## config.mk

```make
export PLATFORM = sky130hd
export DESIGN_NAME = pwmtic_top
export DESIGN_NICKNAME = d
export VERILOG_FILES = /design/src/verilog/pwmtic_pkg.sv /design/src/verilog/pwmtic_top.sv /design/src/verilog/pwmtic_dead_time.sv /design/src/verilog/pwmtic_edge_sync.sv
export SDC_FILE = /design/constraint.sdc
export NUM_CORES = 1
export LEC_CHECK = 0
export BUFFER_PORTS_ARGS = -buffer_cell sky130_fd_sc_hd__buf_2
export CAP_MARGIN = 40
export CORE_ASPECT_RATIO = 0.7
export CORE_MARGIN = 2
export CORE_UTILIZATION = 60
export CTS_BUF_LIST = sky130_fd_sc_hd__clkbuf_8
export DETAILED_ROUTE_END_ITERATION = 10
export PLACE_DENSITY = 0.88
export SLEW_MARGIN = 40
export SYNTH_ARGS = -nofsm -noshare
export SYNTH_HDL_FRONTEND = slang
export SYNTH_SLANG_ARGS = --single-unit
```

## constraint.sdc

```tcl
create_clock -name clk_in -period 4.5 [get_ports clk_in]
set_input_delay 1.35 -clock clk_in [delete_from_list [all_inputs] [get_ports clk_in]]
set_output_delay 1.35 -clock clk_in [all_outputs]
set_load 0.1 [all_outputs]
```

## src/verilog/pwmtic_pkg.sv

```systemverilog
// Purpose: shared constants and types of the pwm timer with input capture
// Assumes: byte address on the bus is four times the register index
// Notes: offsets are register indices
`default_nettype none
package pwmtic_pkg;
  // ==========================================================
  // widths
  localparam int COUNT_W = 12;
  localparam int DT_W = 5;
  localparam int SEL_W = 3;
  localparam int DIV_W = 7;
  localparam int IDX_W = 8;
  // ==========================================================
  // register indices
  localparam logic [IDX_W-1:0] CTRL_IDX = 8'hAE;
  localparam logic [IDX_W-1:0] DEAD_IDX = 8'hA5;
  localparam logic [IDX_W-1:0] PERIOD_IDX = 8'hB0;
  localparam logic [IDX_W-1:0] CMPA_IDX = 8'hB1;
  localparam logic [IDX_W-1:0] CMPB_IDX = 8'hB2;
  localparam logic [IDX_W-1:0] PRESCALE_REGISTER_IDX = 8'hB3;
  localparam logic [IDX_W-1:0] COUNT_IDX = 8'hB4;
  // ==========================================================
  // control field positions
  localparam int MODE_BIT = 7;
  localparam int EDGE_BIT = 6;
  localparam int OUT1_BIT = 5;
  localparam int RUN_BIT = 4;
  localparam int PEND_BIT = 3;
  localparam int IRQEN_BIT = 2;
  localparam int ROUTE_BIT = 0;
  // ==========================================================
  // reset values and counter limits
  localparam logic [7:0] CTRL_RESET = 8'h00;
  localparam logic [COUNT_W-1:0] PERIOD_RESET = 12'hFFF;
  localparam logic [COUNT_W-1:0] CMP_RESET = 12'h000;
  localparam logic [DT_W-1:0] DEAD_RESET = 5'h00;
  localparam logic [SEL_W-1:0] PRESCALE_REGISTER_RESET = 3'h0;
  localparam logic [COUNT_W-1:0] COUNT_ZERO = 12'h000;
  localparam logic [COUNT_W-1:0] COUNT_MAX = 12'hFFF;
  // ==========================================================
  // types
  typedef struct packed {
    logic mode_select_bit;
    logic second_output_or_edge_bit;
    logic first_output_enable_bit;
    logic run_or_overflow_bit;
    logic period_capture_pending;
    logic timer_irq_enable;
    logic strobe_pin_route;
  } pwmtic_ctrl_type;

  typedef struct packed {
    logic capture;
    logic en_one;
    logic en_two;
    logic falling;
    logic route;
  } pwmtic_attr_type;

  typedef struct packed {
    logic busy;
    logic [DT_W-1:0] cnt;
  } pwmtic_dt_state_type;

  typedef struct packed {
    logic s1;
    logic s2;
    logic s3;
  } pwmtic_sync_state_type;
endpackage
`default_nettype wire

```

## src/verilog/pwmtic_top.sv

```systemverilog
// Purpose: 12-bit pwm timer with input capture, avalon-mm register slave
// Assumes: byte addressing, index = address[9:2]; one wait state per access
// Notes: mode and output attributes apply at cycle end while running
//
// Behaviour
// pwm mode: run bit set starts counter at zero; clear stops and zeroes it
// clearing run lets current cycle finish; bit reads set until stopped
// capture mode: run bit is overflow flag, set on wrap from max to zero
// pwm mode: pending flag set when counter hits period and wraps
// capture mode: pending flag set on every selected capture edge
// irq from pending flag in pwm; pending or overflow in capture
// irq stays asserted while any enabled pending flag remains set
// writing one leaves a flag unchanged, writing zero clears it
// software changes irq enable by whole-byte write with ones on flags
// bit 7 selects mode; pwm bits 5 and 6 enable outputs one and two
// capture mode: bit 5 enables output one, bit 6 selects edge
// bit 0 routes adc strobe to shared pin, else normal io data
// counter advances once per prescaled timer clock tick
// pwm cycle counts zero up to period then wraps to zero
// both bridge outputs and adc strobe rest when timer starts or stops
// compares run against both compare registers only while running
// compare a raises bridge outputs, compare b raises strobe, till period
// dead time between output one and two edges, both directions
// capture edge copies counter into period after synchronisation
// capture mode counts free 0 to max until disabled pwm selected
// reset clears control register, stopped pwm, all disabled
// control bit 1 reads zero and ignores writes
//
// Added by the designer: register access over Avalon-MM.
`default_nettype none
module pwmtic_top import pwmtic_pkg::*; (
  input wire logic clk_in,
  input wire logic rst_n_in,
  input wire logic [9:0] avs_address_in,
  input wire logic avs_read_in,
  input wire logic avs_write_in,
  input wire logic [31:0] avs_writedata_in,
  input wire logic [3:0] avs_byteenable_in,
  output logic [31:0] avs_readdata_out,
  output logic avs_waitrequest_out,
  input wire logic capture_pin_in,
  input wire logic gpio_strobe_pin_data_in,
  output logic bridge_output_one_out,
  output logic bridge_output_two_out,
  output logic bridge_two_drive_out,
  output logic adc_strobe_out,
  output logic strobe_pin_out,
  output logic timer_interrupt_out
);
  typedef struct packed {
    pwmtic_ctrl_type ctrl;
    pwmtic_attr_type act;
    logic running;
    logic stop_req;
    logic dt_phase;
    logic dt_hold;
    logic [COUNT_W-1:0] period;
    logic [COUNT_W-1:0] cmp_a;
    logic [COUNT_W-1:0] cmp_b;
    logic [COUNT_W-1:0] counter;
    logic [DT_W-1:0] dead;
    logic [SEL_W-1:0] sel;
    logic [DIV_W-1:0] div;
    logic out_one;
    logic out_two;
    logic adc;
    logic strobe_pin;
    logic two_drive;
    logic irq;
    logic wait_req;
    logic [31:0] rdata;
  } pwmtic_state_type;

  pwmtic_state_type r_reg;
  pwmtic_state_type r_next;
  logic tick;
  logic cap_edge;
  logic dt_start;
  logic dt_done;
  logic dt_done_now;
  logic [IDX_W-1:0] idx;
  logic bus_req;
  logic do_wr;
  logic [7:0] wd;

  // ==========================================================
  // helpers
  function automatic pwmtic_attr_type attr_of(input pwmtic_ctrl_type c);
    pwmtic_attr_type a;
    a.capture = c.mode_select_bit;
    a.en_one = c.first_output_enable_bit;
    a.en_two = c.second_output_or_edge_bit && !c.mode_select_bit;
    a.falling = c.second_output_or_edge_bit && c.mode_select_bit;
    a.route = c.strobe_pin_route;
    return a;
  endfunction

  function automatic logic [COUNT_W-1:0] merge12(input logic [COUNT_W-1:0] old,
                                                input logic [31:0] d, input logic [3:0] be);
    logic [COUNT_W-1:0] m;
    m = old;
    if (be[0]) begin
      m[7:0] = d[7:0];
    end
    if (be[1]) begin
      m[11:8] = d[11:8];
    end
    return m;
  endfunction

  function automatic logic [7:0] ctrl_read(input pwmtic_ctrl_type c);
    logic [7:0] v;
    v = 8'h00;
    v[MODE_BIT] = c.mode_select_bit;
    v[EDGE_BIT] = c.second_output_or_edge_bit;
    v[OUT1_BIT] = c.first_output_enable_bit;
    v[RUN_BIT] = c.run_or_overflow_bit;
    v[PEND_BIT] = c.period_capture_pending;
    v[IRQEN_BIT] = c.timer_irq_enable;
    v[ROUTE_BIT] = c.strobe_pin_route;
    return v;
  endfunction

  // ==========================================================
  // prescaled timer tick
  assign tick = (r_reg.div & DIV_W'((8'h01 << r_reg.sel) - 8'h01))
              == DIV_W'((8'h01 << r_reg.sel) - 8'h01);

  // ==========================================================
  // sub blocks
  pwmtic_edge_sync u_sync (
    .clk_in(clk_in),
    .rst_n_in(rst_n_in),
    .pin_in(capture_pin_in),
    .falling_in(r_reg.act.falling),
    .edge_out(cap_edge)
  );

  pwmtic_dead_time u_dead (
    .clk_in(clk_in),
    .rst_n_in(rst_n_in),
    .tick_in(tick),
    .start_in(dt_start),
    .count_in(r_reg.dead),
    .done_out(dt_done)
  );

  // ==========================================================
  // bus decode
  assign idx = avs_address_in[9:2];
  assign bus_req = avs_read_in || avs_write_in;
  assign do_wr = avs_write_in && !r_reg.wait_req;
  assign wd = avs_writedata_in[7:0];

  // ==========================================================
  // next state
  always_comb begin
    r_next = r_reg;
    dt_start = 1'b0;
    r_next.div = DIV_W'(r_reg.div + 7'h01);

    // bus handshake: one wait cycle; read data loads as waitrequest drops, the write one edge later
    r_next.wait_req = !(bus_req && r_reg.wait_req);
    if (bus_req && r_reg.wait_req) begin
      r_next.rdata = 32'h0000_0000;
      case (idx)
        CTRL_IDX: r_next.rdata[7:0] = ctrl_read(r_reg.ctrl);
        DEAD_IDX: r_next.rdata[DT_W-1:0] = r_reg.dead;
        PERIOD_IDX: r_next.rdata[COUNT_W-1:0] = r_reg.period;
        CMPA_IDX: r_next.rdata[COUNT_W-1:0] = r_reg.cmp_a;
        CMPB_IDX: r_next.rdata[COUNT_W-1:0] = r_reg.cmp_b;
        PRESCALE_REGISTER_IDX: r_next.rdata[SEL_W-1:0] = r_reg.sel;
        COUNT_IDX: r_next.rdata[COUNT_W-1:0] = r_reg.counter;
        default: r_next.rdata = 32'h0000_0000;
      endcase
    end

    // register writes
    if (do_wr) begin
      case (idx)
        DEAD_IDX: begin
          if (avs_byteenable_in[0]) begin
            r_next.dead = wd[DT_W-1:0];
          end
        end
        PERIOD_IDX: r_next.period = merge12(r_reg.period, avs_writedata_in, avs_byteenable_in);
        CMPA_IDX: r_next.cmp_a = merge12(r_reg.cmp_a, avs_writedata_in, avs_byteenable_in);
        CMPB_IDX: r_next.cmp_b = merge12(r_reg.cmp_b, avs_writedata_in, avs_byteenable_in);
        PRESCALE_REGISTER_IDX: begin
          if (avs_byteenable_in[0]) begin
            r_next.sel = wd[SEL_W-1:0];
          end
        end
        default: r_next.dead = r_next.dead;
      endcase
    end

    if (do_wr && (idx == CTRL_IDX) && avs_byteenable_in[0]) begin
      r_next.ctrl.mode_select_bit = wd[MODE_BIT];
      r_next.ctrl.second_output_or_edge_bit = wd[EDGE_BIT];
      r_next.ctrl.first_output_enable_bit = wd[OUT1_BIT];
      r_next.ctrl.timer_irq_enable = wd[IRQEN_BIT];
      r_next.ctrl.strobe_pin_route = wd[ROUTE_BIT];
      r_next.ctrl.period_capture_pending = r_reg.ctrl.period_capture_pending && wd[PEND_BIT];
      if (r_reg.running && r_reg.act.capture) begin
        r_next.ctrl.run_or_overflow_bit = r_reg.ctrl.run_or_overflow_bit && wd[RUN_BIT];
      end else if (r_reg.running) begin
        r_next.stop_req = !wd[RUN_BIT];
      end else if (wd[MODE_BIT] || wd[RUN_BIT]) begin
        r_next.running = 1'b1;
        r_next.counter = COUNT_ZERO;
        r_next.stop_req = 1'b0;
        r_next.dt_hold = 1'b0;
        r_next.act = attr_of(r_next.ctrl);
        r_next.ctrl.run_or_overflow_bit = wd[RUN_BIT] && !wd[MODE_BIT];
        r_next.out_one = 1'b0;
        r_next.out_two = 1'b0;
        r_next.adc = 1'b0;
      end else begin
        r_next.ctrl.run_or_overflow_bit = 1'b0;
      end
    end

    // counter and compares
    if (r_reg.running && tick && !r_reg.act.capture) begin
      if (r_reg.dt_hold) begin
        r_next.counter = COUNT_ZERO;
      end else if (r_reg.counter == r_reg.period) begin
        r_next.counter = COUNT_ZERO;
        r_next.ctrl.period_capture_pending = 1'b1;
        r_next.out_two = 1'b0;
        r_next.adc = 1'b0;
        r_next.dt_hold = 1'b1;
        r_next.dt_phase = 1'b1;
        dt_start = 1'b1;
      end else begin
        r_next.counter = COUNT_W'(r_reg.counter + 12'h001);
        if (r_reg.counter == r_reg.cmp_a) begin
          r_next.out_one = r_reg.act.en_one;
          r_next.dt_phase = 1'b0;
          dt_start = 1'b1;
        end
        if (r_reg.counter == r_reg.cmp_b) begin
          r_next.adc = 1'b1;
        end
      end
    end else if (r_reg.running && tick) begin
      r_next.counter = COUNT_W'(r_reg.counter + 12'h001);
      if (r_reg.counter == COUNT_MAX) begin
        r_next.ctrl.run_or_overflow_bit = 1'b1;
        r_next.adc = 1'b0;
        r_next.dt_phase = 1'b1;
        dt_start = 1'b1;
      end else begin
        if (r_reg.counter == r_reg.cmp_a) begin
          r_next.out_one = r_reg.act.en_one;
        end
        if (r_reg.counter == r_reg.cmp_b) begin
          r_next.adc = 1'b1;
        end
      end
    end

    // capture of the synchronised edge wins over a software write
    if (r_reg.running && r_reg.act.capture && cap_edge) begin
      r_next.period = r_reg.counter;
      r_next.ctrl.period_capture_pending = 1'b1;
    end

    // dead time completion
    dt_done_now = dt_done || (dt_start && (r_reg.dead == DEAD_RESET));
    if (r_reg.running && dt_done_now && !r_next.dt_phase) begin
      r_next.out_two = r_reg.act.en_two;
    end else if (r_reg.running && dt_done_now) begin
      r_next.out_one = 1'b0;
      r_next.dt_hold = 1'b0;
      r_next.act = attr_of(r_next.ctrl);
      if (r_reg.act.capture && !r_next.act.capture) begin
        r_next.running = 1'b0;
      end else if (!r_reg.act.capture && r_reg.stop_req) begin
        r_next.running = 1'b0;
        r_next.ctrl.run_or_overflow_bit = 1'b0;
        r_next.stop_req = 1'b0;
      end else if (!r_reg.act.capture && r_next.act.capture) begin
        r_next.ctrl.run_or_overflow_bit = 1'b0;
      end
      if (!r_next.running) begin
        r_next.counter = COUNT_ZERO;
        r_next.out_two = 1'b0;
        r_next.adc = 1'b0;
      end
    end

    // capture disabled together with a clear overflow flag stops at once
    if (r_reg.running && r_reg.act.capture && !r_next.ctrl.mode_select_bit
        && !r_next.ctrl.run_or_overflow_bit) begin
      r_next.running = 1'b0;
      r_next.counter = COUNT_ZERO;
      r_next.out_one = 1'b0;
      r_next.out_two = 1'b0;
      r_next.adc = 1'b0;
      r_next.dt_hold = 1'b0;
      r_next.act = attr_of(r_next.ctrl);
    end

    if (!r_next.running) begin
      r_next.act = attr_of(r_next.ctrl);
    end

    // registered pin and interrupt outputs
    r_next.strobe_pin = r_next.act.route ? r_next.adc : gpio_strobe_pin_data_in;
    r_next.two_drive = !r_next.act.capture;
    r_next.irq = r_next.ctrl.timer_irq_enable
               && (r_next.ctrl.period_capture_pending
                   || (r_next.act.capture && r_next.ctrl.run_or_overflow_bit));
  end

  // ==========================================================
  // state register
  always_ff @(posedge clk_in) begin
    if (!rst_n_in) begin
      r_reg <= '0;
      r_reg.ctrl <= pwmtic_ctrl_type'(7'(CTRL_RESET));
      r_reg.period <= PERIOD_RESET;
      r_reg.cmp_a <= CMP_RESET;
      r_reg.cmp_b <= CMP_RESET;
      r_reg.dead <= DEAD_RESET;
      r_reg.sel <= PRESCALE_REGISTER_RESET;
      r_reg.counter <= COUNT_ZERO;
      r_reg.two_drive <= 1'b1;
      r_reg.wait_req <= 1'b1;
    end else begin
      r_reg <= r_next;
    end
  end

  // ==========================================================
  // outputs
  assign avs_readdata_out = r_reg.rdata;
  assign avs_waitrequest_out = r_reg.wait_req;
  assign bridge_output_one_out = r_reg.out_one;
  assign bridge_output_two_out = r_reg.out_two;
  assign bridge_two_drive_out = r_reg.two_drive;
  assign adc_strobe_out = r_reg.adc;
  assign strobe_pin_out = r_reg.strobe_pin;
  assign timer_interrupt_out = r_reg.irq;
endmodule
`default_nettype wire

```

## src/verilog/pwmtic_dead_time.sv

```systemverilog
// Purpose: dead time delay counter on timer ticks
// Assumes: a start never arrives while busy
// Notes: a zero count is handled by the caller
`default_nettype none
module pwmtic_dead_time import pwmtic_pkg::*; (
  input wire logic clk_in,
  input wire logic rst_n_in,
  input wire logic tick_in,
  input wire logic start_in,
  input wire logic [DT_W-1:0] count_in,
  output logic done_out
);
  pwmtic_dt_state_type s_reg;
  pwmtic_dt_state_type s_next;
  logic [DT_W-1:0] cnt_inc;

  // ==========================================================
  // counting
  assign cnt_inc = DT_W'(s_reg.cnt + 5'h01);
  assign done_out = s_reg.busy && tick_in && (cnt_inc == count_in);

  always_comb begin
    s_next = s_reg;
    if (start_in && (count_in != DEAD_RESET)) begin
      s_next.busy = 1'b1;
      s_next.cnt = DEAD_RESET;
    end else if (done_out) begin
      s_next.busy = 1'b0;
    end else if (s_reg.busy && tick_in) begin
      s_next.cnt = cnt_inc;
    end
  end

  always_ff @(posedge clk_in) begin
    if (!rst_n_in) begin
      s_reg <= '0;
    end else begin
      s_reg <= s_next;
    end
  end
endmodule
`default_nettype wire

```

## src/verilog/pwmtic_edge_sync.sv

```systemverilog
// Purpose: synchronise the capture pin and detect the selected edge
// Assumes: pin is asynchronous to clk_in
// Notes: edge pulse is one clock wide
`default_nettype none
module pwmtic_edge_sync import pwmtic_pkg::*; (
  input wire logic clk_in,
  input wire logic rst_n_in,
  input wire logic pin_in,
  input wire logic falling_in,
  output logic edge_out
);
  pwmtic_sync_state_type s_reg;
  pwmtic_sync_state_type s_next;

  // ==========================================================
  // two stage synchroniser then edge compare
  always_comb begin
    s_next.s1 = pin_in;
    s_next.s2 = s_reg.s1;
    s_next.s3 = s_reg.s2;
  end

  assign edge_out = falling_in ? (s_reg.s3 && !s_reg.s2) : (!s_reg.s3 && s_reg.s2);

  always_ff @(posedge clk_in) begin
    if (!rst_n_in) begin
      s_reg <= '0;
    end else begin
      s_reg <= s_next;
    end
  end
endmodule
`default_nettype wire

```

# == Word level (Yosys, flattened, before mapping) ==
# Cells that the tools add are included.
# word_totals
elab_cells,227
register_bits,107
input_bits,52
output_inout_bits,39
# classes
muxes,104
n_reduce_logical,63
bitwise_logic,3
n_shift,1
add_sub_neg,4
n_eq_ne,13
# ops
op,n
12-bit two-way mux,15
1-bit two-way mux,58
8-bit == test (second input constant),7
12-bit == test,3
36-bit two-way mux,1
1-bit logical AND,30
7-bit two-way mux,4
8-bit two-way mux,3
3-bit AND reduction,8
3-bit case mux with 7 select lines,1
3-bit two-way mux,6
6-bit two-way mux,3
4-bit case mux with 4 select lines,1
5-bit two-way mux,3
3-bit case mux with 5 select lines,1
14-bit two-way mux,1
12-bit by 1-bit adder with 12-bit output (second input constant),1
12-bit == test (second input constant),1
4-bit two-way mux,3
2-bit case mux with 6 select lines,1
1-bit zero test,11
2-bit nonzero test,5
7-bit by 1-bit adder with 7-bit output (second input constant),1
7-bit AND,1
other kinds (12),19

# == Logic depth before layout (Yosys ltp) ==
# depth
word_depth,21
mapped_depth,15
mapped_depth_nobuf,12

# == Cells and area by module ==
# A second synthesis with hierarchy kept.
# unflattened
hier_cells,769
hier_area_um2,6426.2
# modules_own_cells
mod,cells_per_inst,instances,seq_area_each_um2,area_per_inst_um2
pwmtic_top,704,1,1961.9,5846.9
pwmtic_dead_time,56,1,120.1,478.0
pwmtic_edge_sync,9,1,60.1,101.3

# == Worst setup path before layout ==
# No wires, ideal clock.
# synth_path
path_kind,input port to flip-flop
start,input port avs_address_in[2]
end,register r_reg (netlist bit strobe_pin_out)
stages,8
arrival_ns,3.709
path_slack_ns,0.670
n_path_buf,1
required_ns,4.379
path_cell_list,clkbuf_1 > nor4_2 > nand3_1 > mux2_2 > a211o_1 > and3_1 > mux2i_1 > mux2_4
# synth_via
elab_chain_len,17
elab_cells_between_ends,38
# synth_rtl
element,line,rtl
from (decl),pwmtic_top.sv:34,"input wire logic [9:0] avs_address_in,"
8-bit == test *,pwmtic_top.sv:198,if (do_wr && (idx == CTRL_IDX) && avs_byteenable_in[0]) begin
1-bit logical AND * (2 in a row),pwmtic_top.sv:198,
14-bit two-way mux,pwmtic_top.sv:198,
1-bit two-way mux,pwmtic_top.sv:249,if (r_reg.counter == COUNT_MAX) begin
1-bit two-way mux,pwmtic_top.sv:247,end else if (r_reg.running && tick) begin
1-bit two-way mux,pwmtic_top.sv:225,if (r_reg.running && tick && !r_reg.act.capture) begin
1-bit two-way mux,pwmtic_top.sv:284,end else if (!r_reg.act.capture && r_next.act.capture) begin
1-bit two-way mux,pwmtic_top.sv:280,end else if (!r_reg.act.capture && r_reg.stop_req) begin
1-bit two-way mux,pwmtic_top.sv:278,if (r_reg.act.capture && !r_next.act.capture) begin
1-bit two-way mux,pwmtic_top.sv:274,end else if (r_reg.running && dt_done_now) begin
1-bit two-way mux,pwmtic_top.sv:272,if (r_reg.running && dt_done_now && !r_next.dt_phase) begin
1-bit zero test,pwmtic_top.sv:296,&& !r_next.ctrl.run_or_overflow_bit) begin
1-bit logical AND,pwmtic_top.sv:296,
6-bit two-way mux,pwmtic_top.sv:295,if (r_reg.running && r_reg.act.capture && !r_next.ctrl.mode_select_bit
5-bit two-way mux,pwmtic_top.sv:306,if (!r_next.running) begin
1-bit two-way mux *,pwmtic_top.sv:311,r_next.strobe_pin = r_next.act.route ? r_next.adc : gpio_strobe_pin_data_in;
to (signal assigned),pwmtic_top.sv:333,r_reg <= r_next;
to (decl),pwmtic_top.sv:74,pwmtic_state_type r_reg;
# Mark *: on every way between the ends. The rest lies on a longest branch, timed or not. The select of a mux whose other input is x is not followed.
# A chain may end at the register's enable or synchronous reset.

# == Worst setup path in the final report ==
# layout_path
start,register r_reg[46] (netlist bit)
end,register r_reg (netlist bit strobe_pin_out)
# layout_via
elab_chain_len,17
elab_cells_between_ends,37
# layout_rtl
element,line,rtl
1-bit by 3-bit << shifter with 7-bit output *,"pwmtic_top.sv:126, pwmtic_top.sv:127",
7-bit by 1-bit subtractor with 7-bit output *,"pwmtic_top.sv:126, pwmtic_top.sv:127",
7-bit AND,pwmtic_top.sv:126,assign tick = (r_reg.div & DIV_W'((8'h01 << r_reg.sel) - 8'h01))
7-bit == test *,pwmtic_top.sv:127,== DIV_W'((8'h01 << r_reg.sel) - 8'h01);
1-bit logical AND,"pwmtic_top.sv:225, pwmtic_top.sv:247",
1-bit two-way mux or 1-bit logical AND (tied branches),"pwmtic_top.sv:247, pwmtic_top.sv:225",
1-bit two-way mux,pwmtic_top.sv:225,
1-bit two-way mux or 1-bit logical AND (tied branches),"pwmtic_top.sv:284, pwmtic_top.sv:271",
1-bit two-way mux or 1-bit logical OR (tied branches),"pwmtic_top.sv:280, pwmtic_top.sv:271",
1-bit two-way mux or 1-bit logical AND (tied branches),"pwmtic_top.sv:278, pwmtic_top.sv:272, pwmtic_top.sv:274",
1-bit two-way mux or 1-bit logical AND (tied branches),"pwmtic_top.sv:274, pwmtic_top.sv:272",
1-bit two-way mux,pwmtic_top.sv:272,
1-bit zero test,pwmtic_top.sv:296,
1-bit logical AND,pwmtic_top.sv:296,
6-bit two-way mux,pwmtic_top.sv:295,
5-bit two-way mux,pwmtic_top.sv:306,
1-bit two-way mux *,pwmtic_top.sv:311,
# Mark *: on every way between the ends. The rest lies on a longest branch, timed or not.

==> results <==
- Synthesis produced a netlist whose cell count is 713.
- The clock arrives with 0.00963 ns of skew.
- The total congestion overflow is 0.
- The final cell utilization of the core is 0.665.
- The kind of path behind the tightest hold check is reg2reg.
- The detailed-route wire length is 16.7 mm.
- The post-layout net count is 784.
- The slew at the pin with the worst max-slew slack is 0.786 ns.
- Gates resized during post-CTS repair numbered 0.
- The clock passes through at most 2 buffers.
- The setup slack on the worst flop-to-flop path is 0.62 ns.
- The number of setup buffers added after CTS is 0.
- The first-pass GRT wire length is 26.7 mm.
- Setup slack closes at 0.620 ns.
- The count of pins on the block boundary is 91.
- CTS placed an instance of clkbuf_8 at the clock tree root.
- The die is 88.7 um tall.
- The count of buffers added on input and output ports is 46.
- The most frequent standard cell in the layout excluding fill and tap cells is dfxtp_1.
- The global-route met3 utilization is 0.0979.
- At the later pin of the worst-skew pair, clock insertion delay measures 0.38 ns.
- After synthesis the netlist holds a flip-flop and latch count of 107.
- The startpoint of the tightest hold check path is u_sync.s_next[1].
- The repair_antennas step left the layout with diodes totalling 0.
- The cell area power density is 275 mW/mm^2.
- Clock-pin slew was measured on the worst setup and hold paths at 0.11 ns.
- The worst endpoint required time is 4.78 ns.
- Using the TritonRoute via totals, the vias-per-cell ratio works out to 6.33.
- The register with the most flip-flops in the layout has 79 of them.
- For this run, the total global-route usage over all layers was measured as 0.304.
- The total number of placement rows is 30.
- The worst-case headroom to the max-slew limit is 0.471.
- The worst register-to-register path ends at strobe_pin_out.
- The leakage power is 2.51 nW.
- Static timing analysis puts the maximum clock frequency at 258 MHz.
- In this run the critical register-to-register path is launched from r_reg[46].
- The final number of setup-violating endpoints is 0.
- The setup TNS after final layout is 0 ns.
- Cell internal power was estimated by the tool at 0.00126 W.
- Across the VDD grid, the largest voltage drop is 0.268 mV.
- Before antenna repair, the detailed router went through 7 iterations.
- The final number of max-transition violations is 0.
- For met1 alone, demand over resource in global routing was 0.420.
- The final HPWL from detailed placement is 12.1 mm.
- The routability congestion estimate is 0.977.
- The data arrival at the endpoint of the critical path is 4.16 ns.
- Of the cells placed in the final design, the portion with a size suffix greater than 1 is 0.142.
- The maximum number of pins on one net before global-route repair is 55.
- The post-synthesis to final-layout area growth is 6.46%.
- The top fanout value on the critical path is 14.
- TritonCTS built the clock tree.
- Each instance of the synthesized netlist takes up on average 8.61 sq um.
- The number of clock sinks seen by CTS is 107.
- The sort of element at the start of the critical path is a register.
- The average wire per cell in the routed design is 19.4 um.
- Measured along the x axis, the die boundary spans 125 um.
- The total number of H-tree levels is 3.
- The total area inside the core boundary comes to 0.00983 sq mm.
- Of the synthesized area, sequential elements account for 0.349.
- The total number of yosys warnings is 0.
- The library cells used most frequently in the layout, excluding fill and tap cells, are dfxtp_1 (107), nor2b_1 (51), nor2_1 (49), buf_2 (46), mux2i_1 (45).
- Of the total power, the clock network draws 0.340.
- The kind of critical path is reg2reg.
- The standard cell area after detailed placement is 0.00634 sq mm.
- The starting density of the core is 0.625.
- The worst setup timing slack at the placement stage is 0.418 ns.
- Of the total power, the share spent switching nets is 0.300.
- Hold is met by 0.448 ns.
- For this block, the initial DRC count from the detailed router was 864.
- Of the total power, combinational logic draws 0.124.
- The number of global-route vias before repair is 5119.
- The fraction of registers with async set or reset after synthesis is 0.
- The most instantiated flip-flop cell in the synthesis netlist is dfxtp_1.
- The netlist area before placement is 0.00614 sq mm.
- The net switching component of the power is 0.000541 W.
- The worst hold path terminates at u_sync.s_next[0].
- The overall via count from detail_route is 5450.
- The count of nets left with antenna violations once routing finished came out at 0.
- The portion of the clock cycle consumed by the worst path in the final layout is 0.862.
- In the routed design, unresolved DRC markers number 0.
- The kind of end point of the critical path is a register.
- The flow ran to the end, and the final reports show no timing, DRC or antenna violations.
- The number of different library cells in the post-synthesis netlist is 69.
- The post-layout instance area is 0.00654 sq mm.
- The busiest layer in global routing is met2.
- The number of antenna violations at the first check in global routing is 0.
- The total clock buffers created by CTS is 9.
- The final hold violation count is 0.
- Setup repair after global routing left no endpoint under its margin.
- The number of buffers inserted by hold repair at cts is 0.
- Yosys mapped a number of flops with a built-in enable equal to 0.
- The die covers 0.0111 sq mm.
- The number of instances on the worst hold path is 1.
- The sequential share of power is 0.536.
- The number of maximum-capacitance violations is 0.
- For met2 alone, demand over resource in global routing was 0.463.
- The final critical-path required period is 3.88 ns.
- Measured in cells, the most critical reg-to-reg path has a length of 11.
==> area by class of cell <==
cell class	count	area [sq um]
multi-input cells	539	3640
well taps	128	160
clock inverters	7	77.6
repair buffers	65	373
inverters	6	22.5
flip-flops and latches	107	2140
fillers	802	3300
clock buffers	9	124
==> critical path, stage by stage, from the launching register on <==
cell	delay [ns]
dfxtp_1	0.40
or3_4	0.39
ha_1	0.29
or3b_2	0.22
a31oi_1	0.07
a2111o_1	0.36
nor3b_2	0.41
and3_1	0.43
a31oi_4	0.19
o31ai_4	0.57
a211oi_1	0.16
mux2_4	0.30
==> through the flow <==
step / instances / power, W
floorplan: 732 / 0.00118
global placement: 845 / 0.00120
detailed placement: 845 / 0.00120
CTS: 861 / 0.00180
global route: 861 / 0.00185
finish: 861 / 0.00180
==> worst max path at each step <==
stage / end / slack (ns) / start / depth (start not counted)
finish: strobe_pin_out / 0.62 / r_reg[46] / 11
global route: strobe_pin_out / 0.41 / r_reg[47] / 11
CTS: strobe_pin_out / 0.67 / r_reg[47] / 11
detailed placement: strobe_pin_out / 0.42 / avs_address_in[8] / 10
global placement: strobe_pin_out / 0.30 / avs_address_in[8] / 9
floorplan: strobe_pin_out / 0.67 / avs_address_in[2] / 8
==> synthesized netlist by cell type (3+ instances only) <==
cell | instances | area share
and2_1 | 18 | 0.018
clkbuf_1 | 42 | 0.026
nand2b_1 | 8 | 0.0081
or3_1 | 7 | 0.0071
nand3b_1 | 8 | 0.0098
o21ai_1 | 3 | 0.0024
o21ai_0 | 39 | 0.032
a22oi_1 | 17 | 0.021
mux4_2 | 3 | 0.011
nor3_1 | 8 | 0.0065
nor4_1 | 7 | 0.0071
a221oi_1 | 4 | 0.0057
and3_1 | 12 | 0.012
a211oi_1 | 8 | 0.0098
inv_1 | 6 | 0.0037
xnor2_1 | 28 | 0.040
xor2_1 | 23 | 0.033
ha_1 | 4 | 0.0081
a221o_1 | 4 | 0.0065
nand2_1 | 40 | 0.024
buf_4 | 32 | 0.039
nand4_1 | 9 | 0.0092
o2111ai_1 | 3 | 0.0043
nor2_1 | 49 | 0.030
a21oi_1 | 28 | 0.023
buf_2 | 3 | 0.0024
dfxtp_1 | 107 | 0.35
o21a_1 | 3 | 0.0037
o211a_1 | 5 | 0.0081
o211ai_1 | 6 | 0.0073
nor2b_1 | 51 | 0.052
nand3_1 | 32 | 0.026
mux2i_1 | 45 | 0.073
==> layer usage <==
metal	vias up	part of all wire
met3	44	0.12
li1	2503	-
met4	0	0.016
met2	360	0.43
met5	-	0
met1	2543	0.44
==> power groups by stage <==
stage	sequential, W	clock, W	combinational [W]
after detailed placement	0.000985	0	0.000219
after global placement	0.000985	0	0.000217
after CTS	0.000964	0.000617	0.000220
after global routing	0.000965	0.000653	0.000231
after floorplan	0.000992	0	0.000187
final	0.000964	0.000613	0.000223
==> kinds of logic (layout without fill, tap and decap cells) <==
group | Yosys count | in the layout | share of synthesized area
fa+ha+maj | 5 | 5 | 0.00978
buf+inv | 86 | 87 | 0.0739
xor+xnor | 51 | 51 | 0.0727
other cells | 1 | 20 | 0.000611
compound gates | 140 | 140 | 0.154
flops | 107 | 107 | 0.349
mux | 51 | 51 | 0.0904
simple gates | 272 | 272 | 0.249
Note: power is estimated with default switching activity, not from simulation.
